==> src/ssem_pkg.sv <==
package ssem_pkg;

  // Register file layout: one byte per register, contiguous from the sleep state control.
  localparam int unsigned NUM_REGS = 9;
  localparam logic [7:0] SLEEP_CTRL_OFFSET         = 8'he4;
  localparam logic [7:0] SLEEP1_INPUT_MASK_OFFSET  = 8'he5;
  localparam logic [7:0] SLEEP1_TACH_MASK_OFFSET   = 8'he6;
  localparam logic [7:0] SLEEP3_INPUT_MASK_OFFSET  = 8'he7;
  localparam logic [7:0] SLEEP3_TACH_MASK_OFFSET   = 8'he8;
  localparam logic [7:0] SLEEP3_VOLT_TEMP_OFFSET   = 8'he9;
  localparam logic [7:0] SLEEP45_INPUT_MASK_OFFSET = 8'hea;
  localparam logic [7:0] SLEEP45_VOLT_TEMP_OFFSET  = 8'heb;
  localparam logic [7:0] INPUT_ERROR_MASK_OFFSET   = 8'hec;

  // Indices into the register array, equal to offset minus the first offset.
  localparam int unsigned IDX_SLEEP_CTRL   = 0;
  localparam int unsigned IDX_S1_INPUT     = 1;
  localparam int unsigned IDX_S1_TACH      = 2;
  localparam int unsigned IDX_S3_INPUT     = 3;
  localparam int unsigned IDX_S3_TACH      = 4;
  localparam int unsigned IDX_S3_VOLT_TEMP = 5;
  localparam int unsigned IDX_S45_INPUT    = 6;
  localparam int unsigned IDX_S45_VOLT     = 7;
  localparam int unsigned IDX_INPUT_ERROR  = 8;

  // Reset values, highest index first.
  localparam logic [NUM_REGS-1:0][7:0] REG_RESET_VALUES = {
    8'hff, 8'h07, 8'hff, 8'h07, 8'h0f, 8'hff, 8'h0f, 8'hff, 8'h03
  };

  // Writable bits; reserved bits are held at zero and read as zero.
  localparam logic [NUM_REGS-1:0][7:0] REG_WRITE_MASKS = {
    8'hff, 8'h0f, 8'hff, 8'h0f, 8'h0f, 8'hff, 8'h0f, 8'hff, 8'h03
  };

  // Field positions.
  localparam int unsigned SLEEP_FIELD_LSB  = 0;
  localparam int unsigned TACH_FIELD_LSB   = 0;
  localparam int unsigned ANALOG_FIELD_LSB = 0;
  localparam int unsigned ZONE_TEMP_BIT    = 3;

  typedef enum logic [1:0] {
    SLEEP_S0  = 2'h0,
    SLEEP_S1  = 2'h1,
    SLEEP_S3  = 2'h2,
    SLEEP_S45 = 2'h3
  } ssem_sleep_type;

  // One bit per error source; used for raw events, masked events and masks.
  typedef struct packed {
    logic [7:0] inputs;
    logic [3:0] tach;
    logic [2:0] analog;
    logic [1:0] zone_temp;
    logic [1:0] zone_diode;
  } ssem_events_type;

  localparam ssem_events_type NO_EVENTS = '0;

endpackage : ssem_pkg

==> src/ssem_mask_reg.sv <==
`timescale 1ns/1ps
module ssem_mask_reg
  import ssem_pkg::*;
#(
  parameter logic [7:0] RESET_VALUE = 8'h00,
  parameter logic [7:0] WRITE_MASK  = 8'hff
) (
  // Clock and reset
  input  wire logic       clk_in,
  input  wire logic       rst_in,
  // Write port
  input  wire logic       wr_in,
  input  wire logic [7:0] wdata_in,
  // Stored value
  output logic      [7:0] value_out
);

  logic [7:0] value_q;

  always_ff @(posedge clk_in) begin
    if (rst_in) begin
      value_q <= RESET_VALUE;
    end else if (wr_in) begin
      value_q <= wdata_in & WRITE_MASK;
    end
  end

  assign value_out = value_q;

endmodule : ssem_mask_reg

==> src/ssem_sleep_select.sv <==
`timescale 1ns/1ps
module ssem_sleep_select
  import ssem_pkg::*;
(
  // Sleep state and register contents
  input  wire ssem_sleep_type               state_in,
  input  wire logic [NUM_REGS-1:0][7:0]     regs_in,
  // Mask that the current sleep state applies
  output ssem_events_type                   mask_out
);

  always_comb begin
    mask_out = NO_EVENTS;
    case (state_in)
      SLEEP_S0: begin
        mask_out = NO_EVENTS;
      end
      SLEEP_S1: begin
        mask_out.inputs = regs_in[IDX_S1_INPUT];
        mask_out.tach   = regs_in[IDX_S1_TACH][TACH_FIELD_LSB +: 4];
      end
      SLEEP_S3: begin
        mask_out.inputs     = regs_in[IDX_S3_INPUT];
        mask_out.tach       = regs_in[IDX_S3_TACH][TACH_FIELD_LSB +: 4];
        mask_out.analog     = regs_in[IDX_S3_VOLT_TEMP][ANALOG_FIELD_LSB +: 3];
        mask_out.zone_temp  = {2{regs_in[IDX_S3_VOLT_TEMP][ZONE_TEMP_BIT]}};
        mask_out.zone_diode = {2{regs_in[IDX_S3_VOLT_TEMP][ZONE_TEMP_BIT]}};
      end
      SLEEP_S45: begin
        mask_out.inputs     = regs_in[IDX_S45_INPUT];
        mask_out.analog     = regs_in[IDX_S45_VOLT][ANALOG_FIELD_LSB +: 3];
        mask_out.zone_temp  = {2{regs_in[IDX_S45_VOLT][ZONE_TEMP_BIT]}};
        mask_out.zone_diode = {2{regs_in[IDX_S45_VOLT][ZONE_TEMP_BIT]}};
      end
      default: begin
        mask_out = NO_EVENTS;
      end
    endcase
  end

endmodule : ssem_sleep_select

==> src/ssem_top.sv <==
`timescale 1ns/1ps
// Notes on behaviour
// - In S1, set bits of the S1 input mask suppress input 0-7 errors; reset FFh.
// - In S1, Sleep1_tach_mask bits 0-3 suppress tach 1-4 errors; upper reserved; reset 0Fh.
// - In S3, set bits of the S3 input mask suppress input 0-7 errors; reset FFh.
// - In S3, Sleep3_tach_mask bits 0-3 suppress tach 1-4 errors; upper reserved; reset 0Fh.
// - In S3, volt mask bits 0-2 suppress analog inputs 12-14; reset 07h.
// - In S3, volt mask bit 3 suppresses zone 1/2 temperature and diode faults.
// - In S4/5, set bits of the S4/5 input mask suppress input errors; reset FFh.
// - In S4/5, volt mask bits 0-2 suppress analog 12-14; upper reserved; reset 07h.
// - In S4/5, volt mask bit 3 suppresses zone 1/2 temperature and diode faults.
// - The input error mask suppresses input errors in every sleep state; reset FFh.
// - A set input error mask bit blocks both BMC and host input status setting.
// - The input error mask never affects the live input level report.
// - Two-bit sleep field: 00 S0 no sleep masking, 01 S1, 10 S3, 11 S4/5.
// - Reset forces the sleep field to the S4/5 code.
// - Global mask set or start clear masks every error event.
module ssem_top
  import ssem_pkg::*;
(
  // Clock and reset
  input  wire logic            SYS_CLK_IN,
  input  wire logic            RST_IN,
  // Register port
  input  wire logic [7:0]      REG_ADDR_IN,
  input  wire logic [7:0]      REG_WDATA_IN,
  input  wire logic            REG_WR_IN,
  input  wire logic            REG_RD_IN,
  output logic      [7:0]      REG_RDATA_OUT,
  output logic                 REG_RVALID_OUT,
  output logic                 REG_UNMAPPED_OUT,
  // Configuration bits held elsewhere
  input  wire logic            GLOBAL_EVENT_MASK_IN,
  input  wire logic            START_IN,
  // Raw error events and live input levels
  input  wire ssem_events_type EVENTS_IN,
  input  wire logic [7:0]      INPUT_LEVEL_IN,
  // Gated events and retimed live input levels
  output ssem_events_type      EVENTS_OUT,
  output logic      [7:0]      INPUT_SET_BMC_OUT,
  output logic      [7:0]      INPUT_SET_HOST_OUT,
  output logic      [7:0]      INPUT_LEVEL_OUT,
  // State visibility
  output logic      [1:0]      SLEEP_STATE_OUT,
  output ssem_events_type      EFFECTIVE_MASK_OUT
);

  logic [NUM_REGS-1:0][7:0] regs;
  logic [NUM_REGS-1:0]      reg_wr;
  logic                     addr_hit;
  logic [3:0]               addr_idx;
  ssem_sleep_type           sleep_state;
  ssem_events_type          sleep_mask;
  ssem_events_type          general_mask;
  ssem_events_type          effective_mask_d;
  ssem_events_type          effective_mask_q;
  ssem_events_type          events_d;
  ssem_events_type          events_q;
  logic [7:0]               input_set_q;
  logic [7:0]               input_level_q;
  logic [7:0]               rdata_q;
  logic                     rvalid_q;
  logic                     unmapped_q;
  logic [1:0]               sleep_state_q;

  // Address decode: one branch per mapped offset, so the map does not rely on the offsets staying contiguous.
  always_comb begin
    addr_hit = 1'b1;
    addr_idx = 4'h0;
    if (REG_ADDR_IN == SLEEP_CTRL_OFFSET) begin
      addr_idx = 4'(IDX_SLEEP_CTRL);
    end else if (REG_ADDR_IN == SLEEP1_INPUT_MASK_OFFSET) begin
      addr_idx = 4'(IDX_S1_INPUT);
    end else if (REG_ADDR_IN == SLEEP1_TACH_MASK_OFFSET) begin
      addr_idx = 4'(IDX_S1_TACH);
    end else if (REG_ADDR_IN == SLEEP3_INPUT_MASK_OFFSET) begin
      addr_idx = 4'(IDX_S3_INPUT);
    end else if (REG_ADDR_IN == SLEEP3_TACH_MASK_OFFSET) begin
      addr_idx = 4'(IDX_S3_TACH);
    end else if (REG_ADDR_IN == SLEEP3_VOLT_TEMP_OFFSET) begin
      addr_idx = 4'(IDX_S3_VOLT_TEMP);
    end else if (REG_ADDR_IN == SLEEP45_INPUT_MASK_OFFSET) begin
      addr_idx = 4'(IDX_S45_INPUT);
    end else if (REG_ADDR_IN == SLEEP45_VOLT_TEMP_OFFSET) begin
      addr_idx = 4'(IDX_S45_VOLT);
    end else if (REG_ADDR_IN == INPUT_ERROR_MASK_OFFSET) begin
      addr_idx = 4'(IDX_INPUT_ERROR);
    end else begin
      addr_hit = 1'b0;
    end
  end

  // One storage register per address; reserved bits are dropped on write.
  generate
    for (genvar i = 0; i < NUM_REGS; i++) begin : g_reg
      assign reg_wr[i] = REG_WR_IN && addr_hit && (addr_idx == 4'(i));

      ssem_mask_reg #(
        .RESET_VALUE (REG_RESET_VALUES[i]),
        .WRITE_MASK  (REG_WRITE_MASKS[i])
      ) u_reg (
        .clk_in    (SYS_CLK_IN),
        .rst_in    (RST_IN),
        .wr_in     (reg_wr[i]),
        .wdata_in  (REG_WDATA_IN),
        .value_out (regs[i])
      );
    end
  endgenerate

  assign sleep_state = ssem_sleep_type'(regs[IDX_SLEEP_CTRL][SLEEP_FIELD_LSB +: 2]);

  ssem_sleep_select u_sleep_select (
    .state_in (sleep_state),
    .regs_in  (regs),
    .mask_out (sleep_mask)
  );

  // The general input mask applies whatever the sleep state is.
  always_comb begin
    general_mask        = NO_EVENTS;
    general_mask.inputs = regs[IDX_INPUT_ERROR];
  end

  // Global masking overrides every per-source setting without altering the stored masks.
  always_comb begin
    if (GLOBAL_EVENT_MASK_IN || !START_IN) begin
      effective_mask_d = ~NO_EVENTS;
    end else begin
      effective_mask_d = general_mask | sleep_mask;
    end
    events_d = EVENTS_IN & ~effective_mask_d;
  end

  always_ff @(posedge SYS_CLK_IN) begin
    if (RST_IN) begin
      events_q         <= NO_EVENTS;
      effective_mask_q <= ~NO_EVENTS;
    end else begin
      events_q         <= events_d;
      effective_mask_q <= effective_mask_d;
    end
  end

  // Both status banks see the same gated input events.
  always_ff @(posedge SYS_CLK_IN) begin
    if (RST_IN) begin
      input_set_q <= 8'h00;
    end else begin
      input_set_q <= events_d.inputs;
    end
  end

  // Live levels bypass every mask; they are only retimed.
  always_ff @(posedge SYS_CLK_IN) begin
    if (RST_IN) begin
      input_level_q <= 8'h00;
    end else begin
      input_level_q <= INPUT_LEVEL_IN;
    end
  end

  always_ff @(posedge SYS_CLK_IN) begin
    if (RST_IN) begin
      sleep_state_q <= REG_RESET_VALUES[IDX_SLEEP_CTRL][1:0];
    end else begin
      sleep_state_q <= regs[IDX_SLEEP_CTRL][SLEEP_FIELD_LSB +: 2];
    end
  end

  // Read path: data is registered, so a read that follows a write sees the new value.
  always_ff @(posedge SYS_CLK_IN) begin
    if (RST_IN) begin
      rdata_q  <= 8'h00;
      rvalid_q <= 1'b0;
    end else begin
      rvalid_q <= REG_RD_IN;
      if (REG_RD_IN && addr_hit) begin
        rdata_q <= regs[addr_idx];
      end else if (REG_RD_IN) begin
        rdata_q <= 8'h00;
      end
    end
  end

  // Unmapped writes are ignored and unmapped reads return 00h; both raise this one-cycle flag.
  always_ff @(posedge SYS_CLK_IN) begin
    if (RST_IN) begin
      unmapped_q <= 1'b0;
    end else begin
      unmapped_q <= (REG_RD_IN || REG_WR_IN) && !addr_hit;
    end
  end

  assign REG_RDATA_OUT      = rdata_q;
  assign REG_RVALID_OUT     = rvalid_q;
  assign REG_UNMAPPED_OUT   = unmapped_q;
  assign EVENTS_OUT         = events_q;
  assign INPUT_SET_BMC_OUT  = input_set_q;
  assign INPUT_SET_HOST_OUT = input_set_q;
  assign INPUT_LEVEL_OUT    = input_level_q;
  assign SLEEP_STATE_OUT    = sleep_state_q;
  assign EFFECTIVE_MASK_OUT = effective_mask_q;

endmodule : ssem_top

==> config.mk <==
export PLATFORM = sky130hd
export DESIGN_NAME = ssem_top
export DESIGN_NICKNAME = d
export VERILOG_FILES = /design/src/ssem_pkg.sv /design/src/ssem_mask_reg.sv /design/src/ssem_sleep_select.sv /design/src/ssem_top.sv
export SDC_FILE = /design/constraint.sdc
export NUM_CORES = 1
export LEC_CHECK = 0
export BUFFER_PORTS_ARGS = -buffer_cell sky130_fd_sc_hd__buf_2
export CAP_MARGIN = 20
export CORE_MARGIN = 4
export CORE_UTILIZATION = 52
export DETAILED_ROUTE_END_ITERATION = 16
export GPL_TIMING_DRIVEN = 0
export PLACE_DENSITY = 0.8
export SLEW_MARGIN = 20
export SYNTH_ARGS = -nofsm -noshare
export SYNTH_HDL_FRONTEND = slang
export SYNTH_SLANG_ARGS = --single-unit
==> constraint.sdc <==
create_clock -name SYS_CLK_IN -period 1.8 [get_ports SYS_CLK_IN]
set_input_delay 0.18 -clock SYS_CLK_IN [delete_from_list [all_inputs] [get_ports SYS_CLK_IN]]
set_output_delay 0.18 -clock SYS_CLK_IN [all_outputs]
set_load 0.02 [all_outputs]
==> out/qor.txt, run 1 <==
hpwl dp: 9.063 mm
internal power: 3.020 mW
initial core utilization: 54.58%
DRC: 0
YS warnings: 0
Setup Fix Bufs, Post-CTS: 0
worst-path fanout max: 10
Core ar.: 7848 µm²
Met1 Routed Length: 5.017 mm
CP Class: reg2reg
Die Wd: 98.76 µm
syn_nets: 516
Pwr Density: 764.9 nW/µm²
Skew-Pair Late Insertion Delay: 0.37 ns
share of layout cells above drive strength 1: 29.80%
DRT Pass-1 Iters: 6
worst vdd ir: 447.5 µV
Final Skew: 0.009192 ns
First DRT Iteration DRCs: 431
syn_area_per_cell: 9.250 µm²
switch share: 25.58%
met3 WL: 1.204 mm
Cells after Synth: 463
status: finished, final reports clean
post-route setup TNS: 0 ns
DR WL met2: 5.661 mm
most numerous cell in the Yosys netlist: dfxtp_1
FFs w/ async S/R, synth: 0%
via count: 3,874
placed cell areas: 5001 µm²
Layout Cells excl Fill: 706
Ant. Diodes: 0
library cells used by synthesis: 45
antenna viol nets, final: 0
achievable frequency: 575.6 MHz
mapped cell area: 4283 µm²
worst-path cell chain: inv_2, ha_4, buf_4, a222oi_1, o21ai_1, nor2_1
Inst Count DP: 683
Seq pwr share: 57.9%
Routed WL: 12.10 mm
Commonest cells post-synth: dfxtp_1 (105), nand2_1 (63), mux2i_1 (36)
grt ovf: 0
Clock Tree Root: clkbuf_8
pre-CTS WS: -0.2837 ns
Vias/cell: 5.487
Die Ht: 98.76 µm
H-tree depth: 3
routed length per instance: 17.14 µm
Layout Nets: 652
Final Setup Violations: 0
TritonCTS Sinks: 105
EDFF count, synth: 0
post-synthesis sequential area ratio: 49.08%
max_cap viols: 0
Clock Path Buffers: 2
max-slew violation count: 0
initial antenna violation count: 0
IO buf count: 118
largest net degree at the start of global routing: 19
CP top delay family: compound AO/OA/AOI/OAI gates
Die ar.: 9753 µm²
IO Pins: 123
Slew @ Worst Pin: 0.6422 ns
highest metal used: met4
fin crit share: 96.51%
clock network power share: 34.4%
Reg clk slew, reported paths: 0.10 ns
CP arrival: 2.05 ns
Yosys top cell area share: 49.08%
row count: 32
synth top area cells: dfxtp_1 (49%), mux2i_1 (8.4%), nand2_1 (5.5%)
fin worst setup slack: 0.06280 ns
routability cong.: 0.9460
Synth area leader: dfxtp_1
Slowest Stage Delay on Critical Path: 0.58 ns
vias in the first global route: 3,739
CP max-delay cell: a222oi_1
final hold violation count: 0
WHS: 0.007232 ns
P_sw: 1.038 mW
unrepaired setup endpoints after global routing: false
WP data required: 2.11 ns
CTS tree: yes
Post-synth top flop: dfxtp_1
total design power: 4.058 mW
CTS Buf Count: 9
first-pass GRT wire length: 19.02 mm
Yosys reg bits: 105
area grow syn2layout: 23.87%
fin util: 67.60%
CP Capture Type: flop
static leakage: 2.389 nW
minimum clock period: 1.737 ns
Critical path buffers and inverters: 2
Hold Path Class: in2reg
Comb pwr share: 7.7%
max_slew headroom: 57.19%
All-Layer GR Usage: 24.69%
crit path launch type: flop
cell area after layout: 5305 µm²
==> path summary, 6_finish.rpt <==
| kind | cells past startpoint | slack, ns | to | startpoint |
|---|---|---|---|---|
| max | 6 | 0.06 | INPUT_SET_BMC_OUT[3] | g_reg[0].u_reg.value_out[0] |
| min reg2reg | 2 | 0.46 | REG_RDATA_OUT[4] | REG_RDATA_OUT[4] |
| max reg2reg | 6 | 0.06 | INPUT_SET_BMC_OUT[3] | g_reg[0].u_reg.value_out[0] |
| min | 3 | 0.007 | INPUT_SET_BMC_OUT[2] | EVENTS_IN[13] |
==> layer usage <==
layer,up-vias,track usage [%]
met4,0,9.454
met1,1787,31.73
li1,1865,-
met2,203,40.55
met5,-,0
met3,19,5.379
==> power by group through the flow <==
stage / Clock [mW] / Sequential (mW) / Combinational [mW]
2_1_floorplan: 0 / 2.44 / 0.126
3_3_place_gp: 0 / 2.41 / 0.288
3_5_place_dp: 0 / 2.41 / 0.293
4_1_cts: 1.41 / 2.35 / 0.306
5_1_grt: 1.51 / 2.35 / 0.338
6_report: 1.39 / 2.35 / 0.313
==> flip-flops by register name (all words and copies together) (netlist names) <==
signal              cells
SLEEP_STATE_OUT         2
g.u_reg.value_out      50
EFFECTIVE_MASK_OUT     16
INPUT_SET_BMC_OUT       8
REG_RVALID_OUT          1
INPUT_LEVEL_OUT         8
EVENTS_OUT             11
REG_UNMAPPED_OUT        1
REG_RDATA_OUT           8
==> layout by cell type (no fill, tap or decap), drive strengths merged, types with 4 or more instances in the layout <==
cell type	count
nor2b	11
clkbuf	27
nand2	63
buf	148
nand3b	4
o21ai	22
a22oi	4
mux2i	36
a22o	4
dlygate4sd3	8
dfxtp	105
ha	4
a21oi	11
nand3	20
mux2	5
and2	5
a222oi	8
nor2	35
inv	24
and4	4
a31oi	4
and3	5
a221oi	4
a21o	6
==> area by class of cell <==
class | count | area, µm²
Sequential cell | 105 | 2110
Buffer | 47 | 281.5
Multi-Input combinational cell | 289 | 1851
Clock buffer | 10 | 137.6
Clock inverter | 6 | 48.80
Fill cell | 682 | 2542
Inverter | 21 | 78.83
Tap cell | 102 | 127.6
Timing Repair Buffer | 126 | 670.6
==> logic make-up after synthesis <==
group | after synthesis | synth area share, %
AOI/OAI and AO/OA | 83 | 13.61
adders and majority gates | 4 | 1.169
buffers and inverters | 69 | 8.326
and+or+nand+nor | 160 | 17.88
DFF | 105 | 49.08
muxes | 41 | 9.728
xor gates and xnor gates | 1 | 0.2045
==> worst min-delay path: cells and delay by family <==
family / cells / cell delay (ns)
buffers and inverters: 2 / 0.13
and+or+nand+nor: 1 / 0.03
==> repair_timing <==
item | 4_1_cts | 5_1_grt
pin swaps | 2 | 4
resized for setup | 9 | 10
hold endpoints to repair | 7 | 1
endpoints found under the setup margin | 22 | 12
hold buffers | 7 | 1
Power figures use the tool's default switching activity.
==> run 2: changes to the inputs <==
MAX_ROUTING_LAYER = met4   (was not set)
PLACE_DENSITY = not set   (was 0.8)
PLACE_DENSITY_LB_ADDON = 0.05   (was not set)
==> run 2 against run 1 <==
Compared with the run above:
- the flow now finishes with violations (negative hold slack)
- sequential share of layout area down 0.34 points
- first-iteration DRC count is 19% lower
- sequential power is essentially flat
- largest power group unchanged
- flip-flop and latch count is the same
- maximum frequency is 0.21% higher
- critical path depth did not move
- critical path type unchanged
- highest routed layer unchanged
- setup slack gained 0.0037 ns
- clock skew is 0.0012 ns higher
- die area unchanged
- register-to-register slack is essentially flat
==> out/qor.txt, run 2 (synthesized netlist as in run 1, its figures left out) <==
status: complete, but fails checks (was finished, final reports clean)
failing checks: negative hold slack
via count: 3,892 (was 3,874)
Clock Path Buffers: 2 (unchanged)
initial antenna violation count: 0 (unchanged)
All-Layer GR Usage: 24.07% (was 24.69%)
initial core utilization: 54.58% (unchanged)
vias in the first global route: 3,650 (was 3,739)
cell area after layout: 5344 µm² (was 5305 µm²)
antenna viol nets, final: 0 (unchanged)
fin crit share: 96.31% (was 96.51%)
Slew @ Worst Pin: 0.6406 ns (was 0.6422 ns)
Ant. Diodes: 0 (unchanged)
placed cell areas: 5001 µm² (unchanged)
fin util: 68.10% (was 67.60%)
Skew-Pair Late Insertion Delay: 0.38 ns (was 0.37 ns)
final hold violation count: 1 (was 0)
Pwr Density: 786.2 nW/µm² (was 764.9 nW/µm²)
CP arrival: 2.06 ns (was 2.05 ns)
Die Ht: 98.76 µm (unchanged)
TritonCTS Sinks: 105 (unchanged)
CP Class: reg2reg (unchanged)
CP Launch Point: g_reg[0].u_reg.value_out[0] (unchanged)
Largest register FFs: 50 (unchanged)
IO buf count: 118 (unchanged)
row count: 32 (unchanged)
Inst Count DP: 683 (unchanged)
routed length per instance: 16.46 µm (was 17.14 µm)
Layout Cells excl Fill: 708 (was 706)
worst hold start: EVENTS_IN[12] (was EVENTS_IN[13])
Core ar.: 7848 µm² (unchanged)
Die ar.: 9753 µm² (unchanged)
achievable frequency: 576.9 MHz (was 575.6 MHz)
CTS tree: yes (unchanged)
worst vdd ir: 531.6 µV (was 447.5 µV)
share of layout cells above drive strength 1: 30.03% (was 29.80%)
Routed WL: 11.66 mm (was 12.10 mm)
static leakage: 2.406 nW (was 2.389 nW)
IO Pins: 123 (unchanged)
Final Skew: 0.01042 ns (was 0.009192 ns)
worst r2r src: g_reg[0].u_reg.value_out[0] (unchanged)
CP Capture Type: flop (unchanged)
largest net degree at the start of global routing: 20 (was 19)
First DRT Iteration DRCs: 351 (was 431)
grt ovf: 0 (unchanged)
fin worst setup slack: 0.06651 ns (was 0.06280 ns)
Fillers: 686 (was 682)
Hold Path Class: in2reg (unchanged)
worst-path fanout max: 10 (unchanged)
Die Wd: 98.76 µm (unchanged)
max-slew violation count: 0 (unchanged)
Final Setup Violations: 0 (unchanged)
Layout Nets: 654 (was 652)
H-tree depth: 3 (unchanged)
DRT Pass-1 Iters: 7 (was 6)
most common cell after layout, fill and taps aside: buf_2 (unchanged)
WP data required: 2.12 ns (was 2.11 ns)
minimum clock period: 1.733 ns (was 1.737 ns)
max_slew headroom: 57.30% (was 57.19%)
most frequent cells in the layout: buf_2 (123), dfxtp_1 (103), nand2_1 (63) (unchanged)
DRC: 0 (unchanged)
CTS Buf Count: 9 (unchanged)
Vias/cell: 5.497 (was 5.487)
routability cong.: 0.9102 (was 0.9460)
hpwl dp: 8.596 mm (was 9.063 mm)
Clock Tree Root: clkbuf_8 (unchanged)
max_cap viols: 0 (unchanged)
first-pass GRT wire length: 18.22 mm (was 19.02 mm)
WHS: -0.00001596 ns (was 0.007232 ns)
pre-CTS WS: -0.2993 ns (was -0.2837 ns)
area grow syn2layout: 24.77% (was 23.87%)
crit path launch type: flop (unchanged)
Reg clk slew, reported paths: 0.10 ns (about the same)
run 2: changes by cell type in the layout (fill, tap and decap cells not counted), sizes merged:
cell / previous run / this run
buf: 148 / 149
bufinv: 0 / 1
clkbuf: 27 / 26
clkinv: 1 / 2
clkinvlp: 2 / 1
dlygate4sd3: 8 / 9
run 2: path summary, 6_finish.rpt:
kind	endpoint	slack (ns)	depth (start not counted)
max	INPUT_SET_BMC_OUT[2]	0.07	6
min	INPUT_SET_BMC_OUT[1]	-0.00002	3
max reg2reg	INPUT_SET_BMC_OUT[2]	0.07	6
min reg2reg	REG_RDATA_OUT[7]	0.47	2
run 2: timing repair:
item / 4_1_cts / 5_1_grt
setup endpoints to repair: 20 / 12
setup buffers: 0 / 0
hold buffers: 8 / 1
pin swaps: 3 / 7
resized for setup: 10 / 14
endpoints found under the hold margin: 8 / 1
run 2: layout make-up:
type                            count  area, µm²  share of cell area, %
Multi-Input combinational cell    289       1851                  34.63
Clock inverter                      7      86.33                  1.616
Sequential cell                   105       2107                  39.43
Inverter                           21      78.83                  1.475
Timing Repair Buffer              127      680.7                  12.74
Clock buffer                        9      123.9                  2.318
Tap cell                          102      127.6                  2.388
Buffer                             48      289.0                  5.409
run 2: through the flow:
step	power, mW	setup TNS, ns
after floorplan	2.563	0
after global placement	2.693	-3.049
after detailed placement	2.697	-3.835
after CTS	4.216	0
after global routing	4.325	-0.001174
final	4.201	0
run 2: worst max-delay path, cell delays in order (launching register included):
cell and delay (ns):
dfxtp_2 0.39, inv_2 0.08, ha_4 0.20, buf_4 0.19, a222oi_1 0.56, o21ai_1 0.16
nor2_1 0.10
run 2: power breakdown:
| part | internal, mW | switching [mW] | total, mW |
|---|---|---|---|
| Sequential | 2.34 | 0.00748 | 2.35 |
| Clock | 0.672 | 0.864 | 1.54 |
| Combinational | 0.120 | 0.193 | 0.313 |
| Total | 3.14 | 1.06 | 4.20 |
run 2: metal layers:
layer / GRT usage, % / vias to the layer above / share of wire, %
li1: - / 1864 / -
met1: 29.68 / 1795 / 41
met2: 37.86 / 207 / 46
met3: 7.573 / 26 / 11
met4: 7.248 / 0 / 1.7
met5: - / - / 0
